**config.mk**
```make
export PLATFORM = sky130hd
export DESIGN_NAME = fscr_top
export DESIGN_NICKNAME = d
export VERILOG_FILES = /design/src/core/fscr_pkg.sv /design/src/core/fscr_top.sv
export SDC_FILE = /design/constraint.sdc
export NUM_CORES = 1
export LEC_CHECK = 0
export ABC_AREA = 1
export ABC_CLOCK_PERIOD_IN_PS = 6200
export BUFFER_PORTS_ARGS = -buffer_cell sky130_fd_sc_hd__buf_2
export CORE_MARGIN = 5
export CORE_UTILIZATION = 28
export CTS_BUF_LIST = sky130_fd_sc_hd__clkbuf_8 sky130_fd_sc_hd__clkbuf_16
export DETAILED_ROUTE_END_ITERATION = 8
export SLEW_MARGIN = 5
export SYNTH_ARGS = -nofsm -noshare
export SYNTH_HDL_FRONTEND = slang
export SYNTH_SLANG_ARGS = --single-unit
```
**constraint.sdc**
```tcl
create_clock -name CLOCK_I -period 6.2 [get_ports CLOCK_I]
set_clock_uncertainty 0.05 [all_clocks]
set_input_delay 1.24 -clock CLOCK_I [delete_from_list [all_inputs] [get_ports CLOCK_I]]
set_output_delay 1.24 -clock CLOCK_I [all_outputs]
set_load 0.02 [all_outputs]
```
**src/core/fscr_pkg.sv**
```systemverilog
package fscr_pkg;
  localparam int unsigned DATA_W    = 32;
  localparam int unsigned PTR_W     = 5;
  localparam int unsigned DEPTH     = 16;
  localparam int unsigned LVL_W     = 24;
  localparam int unsigned CSR_AW    = 3;
  localparam int unsigned ENT_W     = DATA_W + 3;
  // Build options: packet support and store-and-forward support
  localparam bit          OPT_PKT   = 1'b1;
  localparam bit          OPT_SF    = 1'b1;
  // Word offsets of the control and status port
  localparam logic [2:0]  OFS_OCC   = 3'h0;
  localparam logic [2:0]  OFS_RSVD  = 3'h1;
  localparam logic [2:0]  OFS_NFULL = 3'h2;
  localparam logic [2:0]  OFS_NEMPT = 3'h3;
  localparam logic [2:0]  OFS_FWD   = 3'h4;
  localparam logic [2:0]  OFS_DISC  = 3'h5;
  // Reset values, and the entry count at which the store is full
  localparam logic [23:0] RST_NFULL = 24'h00000F;
  localparam logic [23:0] RST_NEMPT = 24'h000000;
  localparam logic [23:0] RST_FWD   = 24'h000000;
  localparam logic        RST_DISC  = 1'b0;
  localparam logic [4:0]  FULL_CNT  = 5'h10;
  typedef enum logic [1:0] {FSCR_PLAIN, FSCR_STORE, FSCR_CUT} fscr_mode_t;
endpackage

```
**src/core/fscr_top.sv**
```systemverilog
`timescale 1ns/1ps
// Notes on behaviour
// - Word 0 reads fill count in low 24 bits, upper bits zero, resets zero.
// - Word 2 near-full limit, read/write, resets to depth minus one.
// - Word 3 near-empty limit, read/write, resets to zero.
// - Word 4 forward-start count; zero selects store-and-forward; resets zero.
// - Nonzero count: source valid held low until that many entries stored.
// - Once a packet starts leaving in cut-through, it runs to its end beat.
// - Forward-start count only matters when store-and-forward option is built.
// - Word 5 discard enable, resets off; needs packet and store-and-forward options and a zero forward-start count.
// - Word 1 is reserved and reads zero.
// - Write-side and read-side 24-bit occupancy values, zero after reset.
// - Near-full flag high while fill count is at or above its limit.
// - Near-empty flag high while fill count is at or below its limit.
// - Read-side occupancy counts output stage; write-side count excludes it.
module fscr_top
  import fscr_pkg::*;
(
  input  wire logic              CLOCK_I,
  input  wire logic              RST_N_I,
  input  wire logic [CSR_AW-1:0] CSR_ADDR_I,
  input  wire logic              CSR_READ_I,
  input  wire logic              CSR_WRITE_I,
  input  wire logic [31:0]       CSR_WDATA_I,
  output logic      [31:0]       CSR_RDATA_O,
  input  wire logic [DATA_W-1:0] SNK_DATA_I,
  input  wire logic              SNK_VALID_I,
  input  wire logic              SNK_SOP_I,
  input  wire logic              SNK_EOP_I,
  input  wire logic              SNK_ERR_I,
  output logic                   SNK_READY_O,
  output logic      [DATA_W-1:0] SRC_DATA_O,
  output logic                   SRC_VALID_O,
  output logic                   SRC_SOP_O,
  output logic                   SRC_EOP_O,
  output logic                   SRC_ERR_O,
  input  wire logic              SRC_READY_I,
  output logic                   NEAR_FULL_O,
  output logic                   NEAR_EMPTY_O,
  output logic      [LVL_W-1:0]  WR_SIDE_LEVEL_O,
  output logic      [LVL_W-1:0]  RD_SIDE_LEVEL_O
);

  function automatic logic [PTR_W-1:0] ptr_diff(input logic [PTR_W-1:0] a,
                                                input logic [PTR_W-1:0] b);
    ptr_diff = a - b;
  endfunction

  logic [ENT_W-1:0]  mem [DEPTH];
  logic [PTR_W-1:0]  wr_ptr;
  logic [PTR_W-1:0]  rd_ptr;
  logic [PTR_W-1:0]  cmt_ptr;
  logic              in_pkt;
  logic [LVL_W-1:0]  nfull_lim;
  logic [LVL_W-1:0]  nempt_lim;
  logic [LVL_W-1:0]  fwd_cnt;
  logic              discard;
  logic [ENT_W-1:0]  ob_head;
  logic [ENT_W-1:0]  ob_tail;
  logic [1:0]        ob_cnt;
  logic [LVL_W-1:0]  occ;
  logic [31:0]       rd_mux;

  fscr_mode_t        mode;
  logic [PTR_W-1:0]  fill;
  logic [PTR_W-1:0]  cmt_cnt;
  logic              cmt_ok;
  logic              acc;
  logic              drop_now;
  logic              can_pop;
  logic              push;
  logic              pop_out;
  logic [ENT_W-1:0]  rd_ent;
  logic [PTR_W-1:0]  next_wr;
  logic [PTR_W-1:0]  next_rd;
  logic [PTR_W-1:0]  next_cmt;
  logic [1:0]        next_ob_cnt;
  logic [LVL_W-1:0]  fill_x;
  logic [LVL_W-1:0]  total_x;
  logic              wr_en;
  logic              sel_occ;
  logic              sel_rsvd;
  logic              sel_nfull;
  logic              sel_nempt;
  logic              sel_fwd;
  logic              sel_disc;
  logic              wr_nfull;
  logic              wr_nempt;
  logic              wr_fwd;
  logic              wr_disc;
  logic              next_ready;
  logic              next_nfull_flag;
  logic              next_nempt_flag;

  // Mode selection
  assign mode = !OPT_SF          ? FSCR_PLAIN :
                (fwd_cnt == '0)  ? FSCR_STORE :
                                   FSCR_CUT;

  assign fill     = ptr_diff(wr_ptr, rd_ptr);
  assign cmt_cnt  = ptr_diff(cmt_ptr, rd_ptr);
  // Committed span is stale once cut-through reads have passed it
  assign cmt_ok   = cmt_cnt <= fill;
  assign fill_x   = {{(LVL_W-PTR_W){1'b0}}, fill};
  assign total_x  = fill_x + {{(LVL_W-2){1'b0}}, ob_cnt};

  assign acc      = SNK_VALID_I && SNK_READY_O;
  // Rollback only while the packet is still wholly unread
  assign drop_now = acc && SNK_EOP_I && SNK_ERR_I && discard && OPT_PKT && OPT_SF
                    && (mode == FSCR_STORE) && cmt_ok;
  assign next_wr  = drop_now ? cmt_ptr : (acc ? wr_ptr + 5'h01 : wr_ptr);
  assign next_cmt = (acc && SNK_EOP_I) ? next_wr : cmt_ptr;

  always_comb begin
    case (mode)
      FSCR_STORE: can_pop = cmt_ok && (cmt_cnt != '0);
      FSCR_CUT:   can_pop = (fill != '0) && (in_pkt || fill_x >= fwd_cnt);
      default:    can_pop = fill != '0;
    endcase
  end

  assign rd_ent      = mem[rd_ptr[PTR_W-2:0]];
  assign push        = can_pop && (ob_cnt != 2'h2);
  assign pop_out     = SRC_VALID_O && SRC_READY_I;
  assign next_rd     = push ? rd_ptr + 5'h01 : rd_ptr;
  assign next_ob_cnt = ob_cnt + {1'b0, push} - {1'b0, pop_out};
  assign wr_en       = CSR_WRITE_I;

  // Word selects feed the read mux; those of words 2 to 5 also feed the write enables
  assign sel_occ     = CSR_ADDR_I == OFS_OCC;
  assign sel_rsvd    = CSR_ADDR_I == OFS_RSVD;
  assign sel_nfull   = CSR_ADDR_I == OFS_NFULL;
  assign sel_nempt   = CSR_ADDR_I == OFS_NEMPT;
  assign sel_fwd     = CSR_ADDR_I == OFS_FWD;
  assign sel_disc    = CSR_ADDR_I == OFS_DISC;
  // Writes to words 0, 1, 6 and 7 fall through with no effect
  assign wr_nfull    = wr_en && sel_nfull;
  assign wr_nempt    = wr_en && sel_nempt;
  assign wr_fwd      = wr_en && sel_fwd;
  assign wr_disc     = wr_en && sel_disc;

  // Ready looks at next-cycle pointers so a full store is never overrun
  assign next_ready      = ptr_diff(next_wr, next_rd) < FULL_CNT;
  assign next_nfull_flag = total_x >= nfull_lim;
  assign next_nempt_flag = total_x <= nempt_lim;

  always_comb begin
    rd_mux = 32'h00000000;
    // Reserved and unmapped words read as zero
    if (sel_occ) begin
      rd_mux = {8'h00, occ};
    end else if (sel_rsvd) begin
      rd_mux = 32'h00000000;
    end else if (sel_nfull) begin
      rd_mux = {8'h00, nfull_lim};
    end else if (sel_nempt) begin
      rd_mux = {8'h00, nempt_lim};
    end else if (sel_fwd) begin
      rd_mux = {8'h00, fwd_cnt};
    end else if (sel_disc) begin
      rd_mux = {31'h00000000, discard};
    end
  end

  // Storage has no reset; contents are only read behind valid pointers
  always_ff @(posedge CLOCK_I) begin
    if (acc) begin
      mem[wr_ptr[PTR_W-2:0]] <= {SNK_SOP_I, SNK_EOP_I, SNK_ERR_I, SNK_DATA_I};
    end
  end

  always_ff @(posedge CLOCK_I or negedge RST_N_I) begin
    if (!RST_N_I) begin
      wr_ptr      <= '0;
      rd_ptr      <= '0;
      cmt_ptr     <= '0;
    end else begin
      wr_ptr      <= next_wr;
      rd_ptr      <= next_rd;
      cmt_ptr     <= next_cmt;
    end
  end

  always_ff @(posedge CLOCK_I or negedge RST_N_I) begin
    if (!RST_N_I) begin
      SNK_READY_O <= 1'b0;
    end else begin
      SNK_READY_O <= next_ready;
    end
  end

  always_ff @(posedge CLOCK_I or negedge RST_N_I) begin
    if (!RST_N_I) begin
      in_pkt <= 1'b0;
    end else if (push && OPT_PKT) begin
      in_pkt <= !rd_ent[DATA_W+1];
    end
  end

  always_ff @(posedge CLOCK_I or negedge RST_N_I) begin
    if (!RST_N_I) begin
      nfull_lim <= RST_NFULL;
    end else if (wr_nfull) begin
      nfull_lim <= CSR_WDATA_I[LVL_W-1:0];
    end
  end

  always_ff @(posedge CLOCK_I or negedge RST_N_I) begin
    if (!RST_N_I) begin
      nempt_lim <= RST_NEMPT;
    end else if (wr_nempt) begin
      nempt_lim <= CSR_WDATA_I[LVL_W-1:0];
    end
  end

  always_ff @(posedge CLOCK_I or negedge RST_N_I) begin
    if (!RST_N_I) begin
      fwd_cnt <= RST_FWD;
    end else if (wr_fwd) begin
      fwd_cnt <= CSR_WDATA_I[LVL_W-1:0];
    end
  end

  always_ff @(posedge CLOCK_I or negedge RST_N_I) begin
    if (!RST_N_I) begin
      discard <= RST_DISC;
    end else if (wr_disc) begin
      discard <= CSR_WDATA_I[0];
    end
  end

  always_ff @(posedge CLOCK_I or negedge RST_N_I) begin
    if (!RST_N_I) begin
      CSR_RDATA_O <= 32'h00000000;
    end else if (CSR_READ_I) begin
      CSR_RDATA_O <= rd_mux;
    end
  end

  // Two-entry output stage; a stalled sink backs up into storage, not lost
  always_ff @(posedge CLOCK_I or negedge RST_N_I) begin
    if (!RST_N_I) begin
      ob_head     <= '0;
      ob_tail     <= '0;
      ob_cnt      <= 2'h0;
      SRC_VALID_O <= 1'b0;
    end else begin
      ob_cnt      <= next_ob_cnt;
      SRC_VALID_O <= next_ob_cnt != 2'h0;
      if (pop_out) begin
        ob_head <= (push && ob_cnt == 2'h1) ? rd_ent : ob_tail;
        if (push && ob_cnt == 2'h2) begin
          ob_tail <= rd_ent;
        end
      end else if (push) begin
        if (ob_cnt == 2'h0) begin
          ob_head <= rd_ent;
        end else begin
          ob_tail <= rd_ent;
        end
      end
    end
  end

  assign SRC_DATA_O = ob_head[DATA_W-1:0];
  assign SRC_ERR_O  = ob_head[DATA_W];
  assign SRC_EOP_O  = ob_head[DATA_W+1];
  assign SRC_SOP_O  = ob_head[DATA_W+2];

  // Status lags the pointers by one cycle
  always_ff @(posedge CLOCK_I or negedge RST_N_I) begin
    if (!RST_N_I) begin
      occ <= '0;
    end else begin
      occ <= total_x;
    end
  end

  // Flags reset to what an empty store gives against the reset limits
  always_ff @(posedge CLOCK_I or negedge RST_N_I) begin
    if (!RST_N_I) begin
      NEAR_FULL_O <= 1'b0;
    end else begin
      NEAR_FULL_O <= next_nfull_flag;
    end
  end

  always_ff @(posedge CLOCK_I or negedge RST_N_I) begin
    if (!RST_N_I) begin
      NEAR_EMPTY_O <= 1'b1;
    end else begin
      NEAR_EMPTY_O <= next_nempt_flag;
    end
  end

  always_ff @(posedge CLOCK_I or negedge RST_N_I) begin
    if (!RST_N_I) begin
      WR_SIDE_LEVEL_O <= '0;
      RD_SIDE_LEVEL_O <= '0;
    end else begin
      WR_SIDE_LEVEL_O <= fill_x;
      RD_SIDE_LEVEL_O <= total_x;
    end
  end

endmodule // fscr_top

```
==> run summary <==
mux contribution to synthesized area: 0%
number of unique standard cell types used by synthesis: 48
Tmin final: 4950 ps
Synth Area in Compound Gates: 13.3%
DR iter-0 viols: 1752
antenna viol nets, final: 0
total power: 17700 uW
area of the multi-input gates: 0.00835 mm2
sequential fraction of the synthesis area: 69.7%
global-route wire length before repair: 124000 um
Mean Syn Cell Area: 11.8 um2
share of cells above drive strength 1: 12.0%
unrepaired setup endpoints after global routing: no
Setup TNS: 0 ps
Setup-failing EPs final: 0
worst-skew pair later-pin latency: 640 ps
row cnt: 122
die height: 344 um
CTS sink count: 760
max-cap viol count: 0
Yosys top cell area share: 53.7%
Worst EP required: 6650 ps
post-synthesis xor/xnor area fraction: 0.387%
Least-Margin Pin Slew: 1040 ps
fin. max-slew vios: 0
pwr/cell area: 491 mW/mm2
CTS Buf Count: 80
most frequent CP cell: nand2_1
fin nets: 2886
Main synth FF type: edfxtp_1
synthesized instance count: 2657
FF+latch area: 0.0218 mm2
PortBufs: 141
slew margin rel.: 30.4%
Synth Area in Adders: 1.91%
Reg clk slew, reported paths: 60 ps
Fmax: 0.202 GHz
# fillers: 11096
CTS tree: done
wire per inst: 19.0 um
H-Tree Depth: 3
Core ar.: 0.111 mm2
largest net degree at the start of global routing: 144
CP max stage cell: dfrtp_4
crit end category: register
Die W: 344 um
largest family of logic cells by synthesized area: compound AO/OA/AOI/OAI gates
final hold vios: 0
WP data arrival: 5400 ps
initial core utilization: 28.3%
CTS hold repair buffers: 0
Synth top cells by count: edfxtp_1, o21ai_0, nor2_1
post-DP HPWL: 47300 um
vias post-DR: 20618
post-CTS setup buffers: 0
via/cell ratio: 4.77
fin crit share: 79.8%
Synth warnings: 0
dominant cells by area after synthesis: edfxtp_1, dfrtp_1, o21ai_0
vias in the first global route: 19804
area leader, netlist: edfxtp_1
Worst Setup Start Kind: register
Critical Path Fanout Max: 37
DRT Pass-1 Iters: 5
Clock Tree Buf Depth: 3
clock root buffer: clkbuf_16
worst stage delay on the critical path: 710 ps
WL final: 82100 um
gpl congestion: 0.767
initial antenna violation count: 26
GR Util All Layers: 13.6%
post-CTS sizing: 0
area delta synth->final: 15.4%
Post-synth EDFFs: 560
Die ar.: 0.119 mm2
GR Overflow Total: 0
DRC: 0
status: finished clean
worst vdd ir: 0.353 mV
CP Class: reg2reg
leakage power figure: 0.0134 uW
ys async rst share: 26.3%
count leader, synth: edfxtp_1
#FFs+latches synth: 760
Synth Area in Simple Gates: 10.1%
cell area after synthesis: 0.0313 mm2
io pins: 195
type of the most critical hold path: reg2reg
critical path, cell by cell: ha_1 > inv_1 > fa_1 > xor2_1 > inv_1 > ha_1 > nand2_1 > nor2_1 > nand2_1 > nand3_1 > nand2_1 > nand2_1 > a21oi_2 > nand2_4 > ha_1 > inv_1 > nand2_1 > buf_4 > clkinv_1 > buf_4 > o211ai_1 > nand2_1
-- worst paths after layout --
| kind | from | endpoint | slack (ps) | cells after the start |
|---|---|---|---|---|
| setup / recovery | rd_ptr[0] | ob_head[31] | 1250 | 22 |
| hold / removal | CSR_RDATA_O[6] | CSR_RDATA_O[6] | 420 | 1 |
| setup reg to reg | rd_ptr[0] | ob_head[31] | 1250 | 22 |
| hold reg to reg | CSR_RDATA_O[6] | CSR_RDATA_O[6] | 420 | 1 |
| max in group asynchronous | RST_N_I | ob_tail[12] | 4380 | 2 |
| min in group asynchronous | RST_N_I | CSR_RDATA_O[19] | 680 | 1 |
-- per-layer routing --
| metal | up-vias | track usage [%] | wire (um) |
|---|---|---|---|
| met5 | - | 0 | 123 |
| met4 | 18 | 4.03 | 1980 |
| met3 | 140 | 3.06 | 5930 |
| met2 | 647 | 22.1 | 38200 |
| met1 | 10153 | 18.1 | 35800 |
| li1 | 9660 | - | - |
-- kinds of logic (layout without fill, tap and decap cells) --
family / Yosys count / in the layout
flops: 760 / 760
xor+xnor: 13 / 13
other cells: 1 / 55
compound gates: 713 / 713
simple gates: 813 / 813
fa+ha+maj: 46 / 46
buf+inv: 311 / 438
-- worst max-delay path: cells and delay by family, from the launching register on --
| family | cells | cell delay [ps] |
|---|---|---|
| buffers and inverters | 6 | 1500 |
| AO/OA/AOI/OAI | 2 | 220 |
| XOR/XNOR | 1 | 420 |
| flip-flops | 1 | 710 |
| adder cells (fa/ha/maj) | 4 | 1150 |
| AND/OR/NAND/NOR | 9 | 740 |
-- layout make-up --
cell class,instances,area share (%)
diodes,10,0.0692
clock buffers,87,5.84
clock inverters,59,1.35
inverters,110,1.17
multi-input cells,1630,23.1
flip-flops and latches,760,60.4
well taps,1488,5.15
repair buffers,182,2.90
-- state kept, by name (all words and copies together) (netlist names), 2 cells and up --
name	count
mem	560
ob_head	35
ob_tail	35
CSR_RDATA_O	24
fwd_cnt	24
nempt_lim	24
nfull_lim	24
RD_SIDE_LEVEL_O	6
WR_SIDE_LEVEL_O	5
cmt_ptr	5
rd_ptr	5
wr_ptr	5
ob_cnt	2
-- power breakdown --
part | switching [uW] | internal, uW | leakage (uW) | total (uW)
Combinational | 4490 | 1990 | 0.00455 | 6480
Clock | 2010 | 2680 | 0.00133 | 4680
Sequential | 405 | 6160 | 0.00752 | 6560
-- placed cells by master, fill, tap and decap left out, types with 43 or more instances in the layout --
| master | n |
|---|---|
| buf_2 | 140 |
| clkbuf_16 | 81 |
| conb_1 | 45 |
| dfrtp_1 | 192 |
| edfxtp_1 | 560 |
| ha_1 | 43 |
| inv_1 | 116 |
| nand2_1 | 374 |
| nor2_1 | 369 |
| o21ai_0 | 416 |
| o221ai_1 | 61 |
| o22ai_1 | 83 |
-- stage by stage --
step	utilization (%)	setup WS, ps	cell area (um2)	hold WS, ps	std cells
after detailed placement	30.2	1200	33500	417	4170
after global routing	32.6	802	36100	454	4317
after CTS	32.6	1160	36100	430	4316
after global placement	30.2	1220	33500	412	4170
after floorplan	-	2090	31500	403	2701
final	32.6	1250	36100	424	4326
Power figures use the tool's default switching activity.
